## src/design/ubsp_defs.svh

```systemverilog
// constants for the serial bridge: offsets, fields, reset values, timing
`ifndef UBSP_DEFS_SVH
`define UBSP_DEFS_SVH
`define UBSP_CLK_HZ 10000000
`define UBSP_BAUD_DEF 9600
`define UBSP_BAUD_MAX 921600
`define UBSP_DIV_DEF (`UBSP_CLK_HZ / `UBSP_BAUD_DEF)
`define UBSP_DIV_MAX ((`UBSP_CLK_HZ + `UBSP_BAUD_MAX / 2) / `UBSP_BAUD_MAX)
`define UBSP_OP_DATA 4'h1
`define UBSP_OP_FMT 4'h2
`define UBSP_OP_DIV 4'h3
`define UBSP_OP_FLOW 4'h4
`define UBSP_OP_CFGD 4'h5
`define UBSP_OP_STW 4'h6
`define UBSP_OP_LOCK 4'h7
`define UBSP_OP_DRD 4'h8
`define UBSP_OP_MODEM 4'h9
`define UBSP_OP_GPIO 4'ha
`define UBSP_OP_STAT 4'hb
`define UBSP_FMT_DEF 7'h03
`define UBSP_FLOW_NONE 2'h0
`define UBSP_FLOW_RTS 2'h1
`define UBSP_FLOW_DTR 2'h2
`define UBSP_FLOW_XON 2'h3
`define UBSP_XON 8'h11
`define UBSP_XOFF 8'h13
`define UBSP_VID_DEF 16'h0a0a
`define UBSP_PID_DEF 16'h0b0b
`define UBSP_ATTR_DEF 8'h80
`define UBSP_MAXP_DEF 8'h32
`define UBSP_REL_DEF 16'h0100
`define UBSP_SER_MAX 8'h3f
`define UBSP_PROD_MAX 8'h7e
`define UBSP_D_VID 8'h00
`define UBSP_D_PID 8'h02
`define UBSP_D_ATTR 8'h04
`define UBSP_D_MAXP 8'h05
`define UBSP_D_REL 8'h06
`define UBSP_D_SLEN 8'h08
`define UBSP_D_SER 8'h09
`define UBSP_D_PLEN 8'h48
`define UBSP_D_PROD 8'h49
`define UBSP_R_CMD 3'h0
`define UBSP_R_STAT 3'h1
`define UBSP_R_RSP 3'h2
`define UBSP_R_RXD 3'h3
`define UBSP_R_BUS 3'h4
`endif

```

## src/design/ubsp_pkg.sv

```systemverilog
// types shared by both ends of the serial bridge
package ubsp_pkg;
  typedef enum logic [4:0] {
    TX_IDLE = 5'b00001, TX_START = 5'b00010, TX_DATA = 5'b00100,
    TX_PAR = 5'b01000, TX_STOP = 5'b10000
  } ubsp_tx_t;
  typedef enum logic [4:0] {
    RX_IDLE = 5'b00001, RX_START = 5'b00010, RX_DATA = 5'b00100,
    RX_PAR = 5'b01000, RX_STOP = 5'b10000
  } ubsp_rx_t;
  typedef struct packed {
    ubsp_tx_t tx_st;
    ubsp_rx_t rx_st;
    logic [6:0] fmt;
    logic [15:0] div;
    logic [1:0] flow;
    logic xoff;
    logic txh_v;
    logic [7:0] txh_d;
    logic [7:0] tx_sh;
    logic [15:0] tx_cnt;
    logic [2:0] tx_half;
    logic [2:0] tx_bit;
    logic tx_par;
    logic txd;
    logic [7:0] rx_sh;
    logic [15:0] rx_cnt;
    logic [2:0] rx_half;
    logic [2:0] rx_bit;
    logic rx_v;
    logic [7:0] rx_d;
    logic rx_ovr;
    logic susp;
    logic configured;
    logic sleep;
    logic drv;
    logic rts_m;
    logic dtr_m;
    logic [3:0] gdir;
    logic [3:0] gout;
    logic prog;
    logic lock;
    logic rsp_v;
    logic rsp_err;
    logic [7:0] rsp_d;
  } ubsp_dev_t;
  typedef struct packed {
    logic a_v;
    logic a_wr;
    logic [2:0] a_idx;
    logic [31:0] hrdata;
    logic pend;
    logic [3:0] op;
    logic [7:0] ad;
    logic [7:0] dt;
    logic rsp_v;
    logic rsp_e;
    logic [7:0] rsp_d;
    logic up_v;
    logic [7:0] up_d;
    logic [2:0] bus;
  } ubsp_host_t;
endpackage : ubsp_pkg

```

## src/design/ubsp_link_if.sv

```systemverilog
// link between the usb host end and the bridge device end
`timescale 1ns/100ps
interface ubsp_link_if;
  logic cmd_valid;
  logic cmd_ready;
  logic [3:0] cmd_op;
  logic [7:0] cmd_addr;
  logic [7:0] cmd_data;
  logic rsp_valid;
  logic rsp_err;
  logic [7:0] rsp_data;
  logic up_valid;
  logic up_ready;
  logic [7:0] up_data;
  logic bus_suspend;
  logic bus_resume;
  logic bus_reset;
  modport dev (
    input cmd_valid, cmd_op, cmd_addr, cmd_data, up_ready,
    input bus_suspend, bus_resume, bus_reset,
    output cmd_ready, rsp_valid, rsp_err, rsp_data, up_valid, up_data
  );
  modport host (
    output cmd_valid, cmd_op, cmd_addr, cmd_data, up_ready,
    output bus_suspend, bus_resume, bus_reset,
    input cmd_ready, rsp_valid, rsp_err, rsp_data, up_valid, up_data
  );
endinterface : ubsp_link_if

```

## src/design/ubsp_dev.sv

```systemverilog
// bridge device end: uart, sleep pins, gpio, descriptor store
// Operation
// - route usb data and serial commands
// - full-speed function link endpoint
// - suspend on bus suspend signaling
// - suspend drives sleep high, sleep_n low
// - sleep asserted after reset until configured
// - resume, bus reset, device reset exit suspend
// - exit suspend deasserts both sleep pins once configured
// - sleep pins released during device reset
// - modem lines are active low
// - rts/cts, dtr/dsr or xon/xoff flow
// - 5-8 bits, 1/1.5/2 stop, five parities
// - divider covers 300 to 921600 baud
// - top rate only with 7-8 bits
// - four gpio pins, each in or out
// - built-in descriptors when store unprogrammed
// - defaults 80h, 32h, release 0100h
// - serial max 63 default 0001; product 126
// - store written over the usb link
// - lock refuses further store writes
`timescale 1ns/100ps
`include "ubsp_defs.svh"
module ubsp_dev (
  ubsp_link_if.dev lnk,
  input wire logic hclk,
  input wire logic hresetn,
  output logic txd,
  input wire logic rxd,
  input wire logic cts_n,
  output logic rts_n,
  input wire logic dsr_n,
  output logic dtr_n,
  input wire logic dcd_n,
  input wire logic ri_n,
  output logic slp_o,
  output logic slp_oe,
  output logic slp_n_o,
  output logic slp_n_oe,
  input wire logic [3:0] gpio_i,
  output logic [3:0] gpio_o,
  output logic [3:0] gpio_oe
);
  import ubsp_pkg::*;
  ubsp_dev_t r;
  ubsp_dev_t n;
  logic [7:0] store_mem [0:255];
  logic take;
  logic st_we;
  logic flow_ok;
  logic [15:0] half_m1;
  logic [2:0] nb_m1;
  logic par_on;
  logic [7:0] rx_byte;

  ////////////////////////////////////////////////////////////////////
  function automatic logic [7:0] dflt(input logic [7:0] i);
    case (i)
      `UBSP_D_VID: dflt = 8'(`UBSP_VID_DEF >> 8);
      `UBSP_D_VID + 8'h01: dflt = 8'(`UBSP_VID_DEF & 16'h00ff);
      `UBSP_D_PID: dflt = 8'(`UBSP_PID_DEF >> 8);
      `UBSP_D_PID + 8'h01: dflt = 8'(`UBSP_PID_DEF & 16'h00ff);
      `UBSP_D_ATTR: dflt = `UBSP_ATTR_DEF;
      `UBSP_D_MAXP: dflt = `UBSP_MAXP_DEF;
      `UBSP_D_REL: dflt = 8'(`UBSP_REL_DEF >> 8);
      `UBSP_D_REL + 8'h01: dflt = 8'(`UBSP_REL_DEF & 16'h00ff);
      `UBSP_D_SLEN: dflt = 8'h04;
      `UBSP_D_SER, `UBSP_D_SER + 8'h01, `UBSP_D_SER + 8'h02: dflt = 8'h30;
      `UBSP_D_SER + 8'h03: dflt = 8'h31;
      `UBSP_D_PLEN: dflt = 8'h06;
      `UBSP_D_PROD: dflt = 8'h42;
      `UBSP_D_PROD + 8'h01: dflt = 8'h52;
      `UBSP_D_PROD + 8'h02: dflt = 8'h49;
      `UBSP_D_PROD + 8'h03: dflt = 8'h44;
      `UBSP_D_PROD + 8'h04: dflt = 8'h47;
      `UBSP_D_PROD + 8'h05: dflt = 8'h45;
      default: dflt = 8'h00;
    endcase
  endfunction : dflt

  function automatic logic cfg_bad(input logic [6:0] f, input logic [15:0] d);
    cfg_bad = (f[3:2] == 2'h3) || (f[3:2] == 2'h1 && f[1:0] != 2'h0) ||
              (f[6:4] > 3'h4) || (d < 16'(`UBSP_DIV_MAX)) ||
              (d == 16'(`UBSP_DIV_MAX) && f[1:0] < 2'h2);
  endfunction : cfg_bad

  ////////////////////////////////////////////////////////////////////
  assign take = lnk.cmd_valid && lnk.cmd_ready;
  assign st_we = take && lnk.cmd_op == `UBSP_OP_STW && !r.lock;
  assign lnk.cmd_ready = !(lnk.cmd_op == `UBSP_OP_DATA && r.txh_v);
  assign half_m1 = {1'b0, r.div[15:1]} - 16'h0001;
  assign nb_m1 = {1'b0, r.fmt[1:0]} + 3'h4;
  assign par_on = r.fmt[6:4] != 3'h0;
  assign rx_byte = r.rx_sh >> (2'h3 - r.fmt[1:0]);
  always_comb begin
    case (r.flow)
      `UBSP_FLOW_RTS: flow_ok = !cts_n;
      `UBSP_FLOW_DTR: flow_ok = !dsr_n;
      `UBSP_FLOW_XON: flow_ok = !r.xoff;
      default: flow_ok = 1'b1;
    endcase
  end

  always_ff @(posedge hclk) begin
    if (st_we) begin
      store_mem[lnk.cmd_addr] <= lnk.cmd_data;
    end
  end

  ////////////////////////////////////////////////////////////////////
  always_comb begin
    logic [7:0] m;
    logic px;
    logic ovr_ev;
    ovr_ev = 1'b0;
    m = 8'hff >> (2'h3 - r.fmt[1:0]);
    px = ^(r.txh_d & m);
    n = r;
    n.rsp_v = 1'b0;
    n.drv = 1'b1;
    if (r.tx_st != TX_IDLE) begin
      n.tx_cnt = (r.tx_cnt == 16'h0000) ? half_m1 : r.tx_cnt - 16'h0001;
    end
    case (r.tx_st)
      TX_IDLE: begin
        n.txd = 1'b1;
        if (r.txh_v && flow_ok) begin
          n.txh_v = 1'b0;
          n.tx_sh = r.txh_d;
          n.tx_st = TX_START;
          n.txd = 1'b0;
          n.tx_cnt = half_m1;
          n.tx_half = 3'h2;
          n.tx_bit = 3'h0;
          case (r.fmt[6:4])
            3'h1: n.tx_par = px;
            3'h2: n.tx_par = ~px;
            3'h3: n.tx_par = 1'b1;
            default: n.tx_par = 1'b0;
          endcase
        end
      end
      TX_START, TX_DATA, TX_PAR, TX_STOP: begin
        if (r.tx_cnt == 16'h0000) begin
          n.tx_half = r.tx_half - 3'h1;
          if (r.tx_half == 3'h1) begin
            n.tx_half = 3'h2;
            if (r.tx_st == TX_START) begin
              n.tx_st = TX_DATA;
              n.txd = r.tx_sh[0];
            end else if (r.tx_st == TX_DATA && r.tx_bit != nb_m1) begin
              n.tx_sh = r.tx_sh >> 1;
              n.txd = r.tx_sh[1];
              n.tx_bit = r.tx_bit + 3'h1;
            end else if (r.tx_st == TX_DATA && par_on) begin
              n.tx_st = TX_PAR;
              n.txd = r.tx_par;
            end else if (r.tx_st != TX_STOP) begin
              n.tx_st = TX_STOP;
              n.txd = 1'b1;
              n.tx_half = {1'b0, r.fmt[3:2]} + 3'h2;
            end else begin
              n.tx_st = TX_IDLE;
            end
          end
        end
      end
      default: n.tx_st = TX_IDLE;
    endcase

    if (r.rx_v && lnk.up_ready) begin
      n.rx_v = 1'b0;
    end
    if (r.rx_st != RX_IDLE) begin
      n.rx_cnt = (r.rx_cnt == 16'h0000) ? half_m1 : r.rx_cnt - 16'h0001;
    end
    case (r.rx_st)
      RX_IDLE: begin
        if (!rxd) begin
          n.rx_st = RX_START;
          n.rx_cnt = half_m1;
          n.rx_half = 3'h1;
        end
      end
      RX_START, RX_DATA, RX_PAR, RX_STOP: begin
        if (r.rx_cnt == 16'h0000) begin
          n.rx_half = r.rx_half - 3'h1;
          if (r.rx_half == 3'h1) begin
            n.rx_half = 3'h2;
            n.rx_bit = r.rx_bit + 3'h1;
            if (r.rx_st == RX_START) begin
              n.rx_st = rxd ? RX_IDLE : RX_DATA;
              n.rx_bit = 3'h0;
            end else if (r.rx_st == RX_DATA) begin
              n.rx_sh = {rxd, r.rx_sh[7:1]};
              if (r.rx_bit == nb_m1) begin
                n.rx_st = par_on ? RX_PAR : RX_STOP;
              end
            end else if (r.rx_st == RX_PAR) begin
              n.rx_st = RX_STOP;
            end else begin
              n.rx_st = RX_IDLE;
              if (r.flow == `UBSP_FLOW_XON && rx_byte == `UBSP_XOFF) begin
                n.xoff = 1'b1;
              end else if (r.flow == `UBSP_FLOW_XON && rx_byte == `UBSP_XON) begin
                n.xoff = 1'b0;
              end else if (r.rx_v && !lnk.up_ready) begin
                n.rx_ovr = 1'b1;
                ovr_ev = 1'b1;
              end else begin
                n.rx_v = 1'b1;
                n.rx_d = rx_byte;
              end
            end
          end
        end
      end
      default: n.rx_st = RX_IDLE;
    endcase

    if (lnk.bus_resume || lnk.bus_reset) begin
      n.susp = 1'b0;
    end else if (lnk.bus_suspend) begin
      n.susp = 1'b1;
    end

    if (take) begin
      n.rsp_v = lnk.cmd_op != `UBSP_OP_DATA;
      n.rsp_err = 1'b0;
      n.rsp_d = 8'h00;
      case (lnk.cmd_op)
        `UBSP_OP_DATA: begin
          n.txh_v = 1'b1;
          n.txh_d = lnk.cmd_data;
        end
        `UBSP_OP_FMT: begin
          n.rsp_err = cfg_bad(lnk.cmd_data[6:0], r.div);
          n.fmt = n.rsp_err ? r.fmt : lnk.cmd_data[6:0];
        end
        `UBSP_OP_DIV: begin
          n.rsp_err = cfg_bad(r.fmt, {lnk.cmd_addr, lnk.cmd_data});
          n.div = n.rsp_err ? r.div : {lnk.cmd_addr, lnk.cmd_data};
        end
        `UBSP_OP_FLOW: n.flow = lnk.cmd_data[1:0];
        `UBSP_OP_CFGD: n.configured = lnk.cmd_data[0];
        `UBSP_OP_STW: begin
          n.rsp_err = r.lock;
          n.prog = r.prog | !r.lock;
        end
        `UBSP_OP_LOCK: n.lock = 1'b1;
        `UBSP_OP_DRD: n.rsp_d = r.prog ? store_mem[lnk.cmd_addr] : dflt(lnk.cmd_addr);
        `UBSP_OP_MODEM: begin
          n.rts_m = lnk.cmd_data[0];
          n.dtr_m = lnk.cmd_data[1];
        end
        `UBSP_OP_GPIO: begin
          if (lnk.cmd_addr[0]) begin
            n.gout = lnk.cmd_data[3:0];
          end else begin
            n.gdir = lnk.cmd_data[3:0];
          end
        end
        `UBSP_OP_STAT: begin
          if (lnk.cmd_addr[0]) begin
            n.rsp_d = {dcd_n, ri_n, dsr_n, cts_n, gpio_i};
          end else begin
            n.rsp_d = {r.rx_ovr, r.lock, r.prog, r.configured, r.susp, r.xoff,
                       r.rx_v, r.txh_v};
            n.rx_ovr = ovr_ev;
          end
        end
        default: n.rsp_err = 1'b1;
      endcase
    end
    n.sleep = n.susp || !n.configured;
  end

  always_ff @(posedge hclk or negedge hresetn) begin
    if (!hresetn) begin
      r <= '{tx_st: TX_IDLE, rx_st: RX_IDLE, fmt: `UBSP_FMT_DEF,
             div: 16'(`UBSP_DIV_DEF), txd: 1'b1, sleep: 1'b1, default: '0};
    end else begin
      r <= n;
    end
  end

  ////////////////////////////////////////////////////////////////////
  assign txd = r.txd;
  assign rts_n = (r.flow == `UBSP_FLOW_RTS) ? r.rx_v : !r.rts_m;
  assign dtr_n = (r.flow == `UBSP_FLOW_DTR) ? r.rx_v : !r.dtr_m;
  assign slp_o = r.sleep;
  assign slp_n_o = !r.sleep;
  assign slp_oe = r.drv;
  assign slp_n_oe = r.drv;
  assign gpio_o = r.gout;
  assign gpio_oe = r.gdir;
  assign lnk.rsp_valid = r.rsp_v;
  assign lnk.rsp_err = r.rsp_err;
  assign lnk.rsp_data = r.rsp_d;
  assign lnk.up_valid = r.rx_v;
  assign lnk.up_data = r.rx_d;
endmodule : ubsp_dev

```

## src/flat_wrapper.sv

```systemverilog
// flat-port wrapper written by rule: the top's interface ports become plain ports
module ubsp_dev_flat import ubsp_pkg::*;
  (hclk, hresetn, txd, rxd, cts_n, rts_n, dsr_n, dtr_n, dcd_n, ri_n, slp_o, slp_oe, slp_n_o, slp_n_oe, gpio_i, gpio_o, gpio_oe, lnk_cmd_valid, lnk_cmd_op, lnk_cmd_addr, lnk_cmd_data, lnk_up_ready, lnk_bus_suspend, lnk_bus_resume, lnk_bus_reset, lnk_cmd_ready, lnk_rsp_valid, lnk_rsp_err, lnk_rsp_data, lnk_up_valid, lnk_up_data);
  ubsp_link_if lnk_i ();
  input wire logic hclk;
  input wire logic hresetn;
  output logic txd;
  input wire logic rxd;
  input wire logic cts_n;
  output logic rts_n;
  input wire logic dsr_n;
  output logic dtr_n;
  input wire logic dcd_n;
  input wire logic ri_n;
  output logic slp_o;
  output logic slp_oe;
  output logic slp_n_o;
  output logic slp_n_oe;
  input wire logic [3:0] gpio_i;
  output logic [3:0] gpio_o;
  output logic [3:0] gpio_oe;
  input wire logic [$bits(lnk_i.cmd_valid)-1:0] lnk_cmd_valid;
  input wire logic [$bits(lnk_i.cmd_op)-1:0] lnk_cmd_op;
  input wire logic [$bits(lnk_i.cmd_addr)-1:0] lnk_cmd_addr;
  input wire logic [$bits(lnk_i.cmd_data)-1:0] lnk_cmd_data;
  input wire logic [$bits(lnk_i.up_ready)-1:0] lnk_up_ready;
  input wire logic [$bits(lnk_i.bus_suspend)-1:0] lnk_bus_suspend;
  input wire logic [$bits(lnk_i.bus_resume)-1:0] lnk_bus_resume;
  input wire logic [$bits(lnk_i.bus_reset)-1:0] lnk_bus_reset;
  output wire logic [$bits(lnk_i.cmd_ready)-1:0] lnk_cmd_ready;
  output wire logic [$bits(lnk_i.rsp_valid)-1:0] lnk_rsp_valid;
  output wire logic [$bits(lnk_i.rsp_err)-1:0] lnk_rsp_err;
  output wire logic [$bits(lnk_i.rsp_data)-1:0] lnk_rsp_data;
  output wire logic [$bits(lnk_i.up_valid)-1:0] lnk_up_valid;
  output wire logic [$bits(lnk_i.up_data)-1:0] lnk_up_data;
  assign lnk_i.cmd_valid = lnk_cmd_valid;
  assign lnk_i.cmd_op = lnk_cmd_op;
  assign lnk_i.cmd_addr = lnk_cmd_addr;
  assign lnk_i.cmd_data = lnk_cmd_data;
  assign lnk_i.up_ready = lnk_up_ready;
  assign lnk_i.bus_suspend = lnk_bus_suspend;
  assign lnk_i.bus_resume = lnk_bus_resume;
  assign lnk_i.bus_reset = lnk_bus_reset;
  assign lnk_cmd_ready = lnk_i.cmd_ready;
  assign lnk_rsp_valid = lnk_i.rsp_valid;
  assign lnk_rsp_err = lnk_i.rsp_err;
  assign lnk_rsp_data = lnk_i.rsp_data;
  assign lnk_up_valid = lnk_i.up_valid;
  assign lnk_up_data = lnk_i.up_data;
  ubsp_dev u_core (.lnk(lnk_i), .hclk(hclk), .hresetn(hresetn), .txd(txd), .rxd(rxd), .cts_n(cts_n), .rts_n(rts_n), .dsr_n(dsr_n), .dtr_n(dtr_n), .dcd_n(dcd_n), .ri_n(ri_n), .slp_o(slp_o), .slp_oe(slp_oe), .slp_n_o(slp_n_o), .slp_n_oe(slp_n_oe), .gpio_i(gpio_i), .gpio_o(gpio_o), .gpio_oe(gpio_oe));
endmodule
```

## config.mk

```make
export PLATFORM = sky130hd
export DESIGN_NAME = ubsp_dev_flat
export DESIGN_NICKNAME = d
export VERILOG_FILES = /design/src/design/ubsp_pkg.sv /design/src/design/ubsp_link_if.sv /design/src/design/ubsp_dev.sv /design/src/flat_wrapper.sv
export VERILOG_INCLUDE_DIRS = /design/src /design/src/design
export SDC_FILE = /design/constraint.sdc
export NUM_CORES = 2
export LEC_CHECK = 0
export BUFFER_PORTS_ARGS = -buffer_cell sky130_fd_sc_hd__buf_4
export CORE_ASPECT_RATIO = 0.5
export CORE_MARGIN = 1.5
export CORE_UTILIZATION = 37
export DETAILED_ROUTE_END_ITERATION = 6
export PLACE_DENSITY = 0.56
export SLEW_MARGIN = 15
export SYNTH_ARGS = -nofsm -noshare
export SYNTH_HDL_FRONTEND = slang
export SYNTH_SLANG_ARGS = --single-unit
```

## constraint.sdc

```tcl
create_clock -name hclk -period 3 [get_ports hclk]
set_input_delay 0.15 -clock hclk [delete_from_list [all_inputs] [get_ports hclk]]
set_output_delay 0.15 -clock hclk [all_outputs]
set_load 0.02 [all_outputs]
```

* After elaboration in Yosys (flattened, before gate mapping)
Memory sizes are Yosys's and may differ from the RTL's.
Index checks and enable logic that the tools add are counted.
W data, S select, Z words.
** Word-level totals
- Word-level logic and storage cells :: 301
- Memories :: 1
- Input bits :: 36
- Bits in registers :: 143
- Bits in writable memories :: 2048
** Memories
- u_core.store_mem :: words 256, bits a word 8, read ports 1, clocked after memory_dff 0, wr ports 1, RTL line ubsp_dev.sv:47 : logic [7:0] store_mem [0:255];
** Cells by class
- Bitwise operators :: 12
- $lt $le $gt $ge :: 6
- Muxes and demuxes :: 93
- Equality and inequality tests :: 72
- Reduce and logical (&&, ||, !) cells :: 71
- Shift-type cells :: 2
- $add $sub $neg :: 10
** Operators with widths (count)
- $mux W16 :: 8
- $pmux W8 S15 :: 1
- $mux W5 :: 15
- $mux W10 :: 7
- $eq A8 B7 Y1 const B :: 7
- $mux W8 :: 6
- $eq A8 B4 Y1 const B :: 5
- $eq A16 B4 Y1 const B :: 2
- $logic_not A16 Y1 :: 2
- $lt A16 B4 Y1 const B :: 2
- $mux W1 :: 32
- $mux W32 :: 1
- $pmux W8 S2 :: 2
- $sub A16 B1 Y16 const B :: 2
- $mux W9 :: 3
- $eq A8 B3 Y1 const B :: 3
- $reduce_and A3 Y1 :: 7
- $pmux W5 S2 :: 2
- $mux W19 :: 1
- $mux W3 :: 6
- $mux W6 :: 3
- $eq A4 B3 Y1 const B :: 4
- $eq A4 B4 Y1 const B :: 4
- $eq A8 B2 Y1 const B :: 2
- 57 further kinds :: 139

* Depth between registers and ports, before layout
- Depth in word-level cells :: 15
- Depth in mapped cells :: 13
- Gate-level depth less buffers :: 9

* Worst setup path after synthesis
No wires, ideal clock.
- Path kind :: input-to-reg
- Start :: input lnk_cmd_addr[0]
- End :: memory u_core.store_mem[99][0], enable pin
- Stages :: 11
- Path buffers :: 7
- Arrival time :: 2.215 ns
- Setup time :: 0.370 ns
- Setup slack :: 0.414 ns
- Cell sequence :: buf_6 -> buf_8 -> buf_6 -> buf_8 -> buf_6 -> buf_6 -> inv_1 -> nor2_1 -> nand2_1 -> clkbuf_1 -> nor2_1
** RTL lines
- from (decl) :: RTL line flat_wrapper.sv:24 : input wire logic [$bits(lnk_i.cmd_addr)-1:0] lnk_cmd_addr;
- to (decl) :: RTL line ubsp_dev.sv:47
Straight into the memory's write port.

* Worst setup path in the final report
- Start :: memory u_core.store_mem[91][7]
- End :: register u_core.r (netlist bit u_core.lnk.rsp_data[7])
** Between the ends
- Word-level cells in the longest chain between the ends :: 3
** RTL lines
- $mem_v2 Z256 W8
- $mux W8 :: RTL line ubsp_dev.sv:251 : `UBSP_OP_DRD: n.rsp_d = r.prog ? store_mem[lnk.cmd_addr] : dflt(lnk.cmd_addr);
- $pmux W8 S2 :: RTL line ubsp_dev.sv:231 : case (lnk.cmd_op)
- to (signal assigned) :: RTL line ubsp_dev.sv:280 : r <= '{tx_st: TX_IDLE, rx_st: RX_IDLE, fmt: `UBSP_FMT_DEF,
- to (signal assigned) :: RTL line ubsp_dev.sv:283 : r <= n;
- to (decl) :: RTL line ubsp_dev.sv:45 : ubsp_dev_t r;
No other way between the ends.
A chain may end at the register's enable or synchronous reset.

==> flow_summary.ini <==
[floorplan]
die_w_um = 692
die_area_sq_um = 241000
num_rows = 126
core_sq_um = 236000
pin_count = 71
start_util = 0.372
die_height_um = 348

[placement]
portBuffers = 70
hpwl_mm = 176
place_ws_ns = -0.367
place_inst = 8164
place_congestion = 0.944

[final_layout]
final_cell_count_no_fill = 8576
syn2layout_area_growth_pct = 18.8
multi_input_area_sq_um = 21100
drive_gt1_frac = 0.329
n_fill_cell = 20100
seq_area_sq_um = 65100
layout.nets = 5320

[clock_network]
h-tree-depth = 4
cts_buffers = 208
cts_tree = yes
post-cts-setup-buffers = 0
clock-sinks = 2191
clock_latency_ns = 0.85
path_clk_slew_ns = 0.07
cts_max_path_buffers = 4
cts-root-buf = clkbuf_16

[route]
routed_wl_mm = 263
wl_per_cell_um = 30.7
drc = 0
via_per_inst = 5.73
wl_met3_mm = 26.3
drt_iter0_drc = 6850
firstDrtPassIters = 6
vias = 49100
antenna_left = 0
wl_met1_mm = 110
top_layer = met5
wl_met2_mm = 119

[logic_synthesis]
yosys.area.top_type_share = 0.699
yosys_most_used_dff = edfxtp_1
synth-seq-cells = 2191
syn_area_sq_um = 87900
ys_seq_area_frac = 0.740
synth_simple_gate_area_frac = 0.0402
synthAdderAreaFrac = 0.00156
netlist_instances = 4484
synth_edf_count = 2048
synth_top_family_by_area = multiplexers
yosysTopAreaCell = edfxtp_1
synth.area.top_cells = edfxtp_1 70%, mux4_2 14%, dfrtp_1 3.8%
synthXorXnorAreaFrac = 0.00289
yosysMostFrequentCell = edfxtp_1
synth_common_cells = 2048 x edfxtp_1, 549 x mux4_2, 365 x nor2_1, 178 x nand2_1, 134 x dfrtp_1
synth_cell_types = 89
yosys_warnings = 0
syn_nets = 4531
syn_avg_cell_area_sq_um = 19.6
synth_compound_area_frac = 0.0332
synth.area.mux_share = 0.162
ys_async_sr_fraction = 0.0653

[sta]
min_period_over_period = 0.964
rsz0062_at_grt = false
fmax_ghz = 0.346
hold_ws_ns = 0.116
finClkSkew_ns = 0.0447
setup_tns_ns = 0
fin_ws_ns = 0.108
tightest_slew_ns = 1.30
drv_slew = 0
slew_headroom = 0.132
period_minus_slack_ns = 2.89
setup_viol = 0
final_hold_viol_count = 0

[hold_path]
hp-class = input pin to flip-flop
holdPathStages = 6

[global_route]
grt_pass1_vias = 49100
grt_pass1_wl_mm = 371
grt-ovfl-total = 0
grt_max_degree = 204
antenna_found_initial = 13
grtUsageTotal = 0.215

[worst_setup_path]
startpoint = u_core.store_mem[91][7]$_DFFE_PP_
reg2reg_depth = 7
reg2reg_from = u_core.store_mem[91][7]$_DFFE_PP_
critical_path_arrival_ns = 3.64
critPathMaxFanout = 1
crit_type = flip-flop to flip-flop
r2r_setup_slack_ns = 0.11
required_ns = 3.74
startpoint_type = flip-flop
crit_end = u_core.lnk.rsp_data[7]$_DFFE_PN0P_
critPathCaptureType = flip-flop
r2r-end = u_core.lnk.rsp_data[7]$_DFFE_PN0P_

[pwr]
p_leak_nw = 34.7
ir_drop_mv = 0.407
powerDensity_nw_per_um2 = 628
finalPower_mw = 65.6

[job]
max_cap_violations = 0

[run_status]
status = completed
## flip-flops by register name, summed over array words and instances, names as in the netlist
name,count
u_core.gpio_o,4
u_core.gpio_oe,4
u_core.lnk.rsp_data,8
u_core.lnk.rsp_err,1
u_core.lnk.rsp_valid,1
u_core.lnk.up_data,8
u_core.lnk.up_valid,1
u_core.r,113
u_core.slp_n_oe,1
u_core.slp_o,1
u_core.store_mem,2048
u_core.txd,1
## logic make-up (layout without fill, tap and decap cells)
kind of cell / Yosys count / in the layout
multiplexers: 723 / 723
buffers and inverters: 317 / 1271
adder cells (fa/ha/maj): 11 / 11
other: 1 / 3
AND/OR/NAND/NOR: 782 / 782
XOR/XNOR: 29 / 29
AO/OA/AOI/OAI: 430 / 430
flip-flops: 2191 / 2191
## layer usage
metal  up-vias  global-route usage
met5         -             0.00475
met4        12              0.0585
met3       447              0.0506
met2      2584               0.330
met1     26200               0.309
li1      19900                   -
## timing repair
item / CTS / global route
endpoints found under the hold margin: 409 / 0
hold buffers: 35 / 0
resized for setup: 0 / 1
endpoints found under the setup margin: 0 / 1
## layout by cell type (no fill, tap or decap), types with 22 or more instances in the layout
| master | synthesis | layout |
|---|---|---|
| edfxtp_1 | 2048 | 2048 |
| buf_4 | 45 | 749 |
| mux4_2 | 549 | 549 |
| nor2_1 | 365 | 364 |
| clkbuf_16 | 0 | 209 |
| nand2_1 | 178 | 178 |
| dfrtp_1 | 134 | 134 |
| mux2i_1 | 100 | 100 |
| o21ai_0 | 89 | 88 |
| a21oi_1 | 84 | 84 |
| mux2_2 | 70 | 70 |
| buf_12 | 1 | 67 |
| clkinv_1 | 2 | 53 |
| a22oi_1 | 50 | 50 |
| clkinv_2 | 0 | 47 |
| nor3_1 | 46 | 46 |
| nand3_1 | 34 | 34 |
| dlygate4sd3_1 | 0 | 34 |
| inv_1 | 29 | 28 |
| bufinv_16 | 0 | 25 |
| o22ai_1 | 24 | 24 |
| clkbuf_1 | 122 | 24 |
| nand2b_1 | 22 | 22 |
| nor2b_1 | 25 | 22 |
## layout make-up
type / instances / area share
inverters: 32 / 0.00120
diodes: 2 / 0.0000479
multi-input cells: 1976 / 0.202
repair buffers: 864 / 0.0719
well taps: 3136 / 0.0376
clock inverters: 140 / 0.0129
flip-flops and latches: 2191 / 0.623
clock buffers: 235 / 0.0512
## critical path: stages (launching register included)
cell	delay, ns
edfxtp_1	0.36
mux4_2	0.50
mux4_2	0.49
nor2b_1	0.20
a2111oi_2	0.35
buf_4	0.19
nand4_1	0.34
o221a_1	0.35
## where the power goes
| group | leakage [nW] | switching [mW] | internal [mW] |
|---|---|---|---|
| combinational | 11.2 | 3.11 | 2.02 |
| clock | 3.30 | 11.5 | 14.9 |
| sequential | 20.2 | 0.333 | 33.7 |
| total | 34.7 | 14.9 | 50.7 |
## metrics by stage
stage               area [sq um]   util
floorplan                  87900      -
global placement           97400  0.412
detailed placement         97400  0.412
CTS                       104000  0.442
global route              104000  0.442
finish                    104000  0.442
## how the worst min path moves through the flow
stage,end,from
6_report,u_core.lnk.rsp_data[2]$_DFFE_PN0P_,lnk_cmd_addr[3]
5_1_grt,u_core.r[123]$_DFFE_PN0P_,lnk_cmd_addr[5]
4_1_cts,u_core.lnk.rsp_data[2]$_DFFE_PN0P_,lnk_cmd_addr[3]
3_5_place_dp,u_core.gpio_oe[2]$_DFFE_PN0P_,hresetn
3_3_place_gp,u_core.lnk.up_data[5]$_DFFE_PN0P_,hresetn
2_1_floorplan,u_core.gpio_o[0]$_DFFE_PN0P_,hresetn
Note: power is estimated with default switching activity, not from simulation.
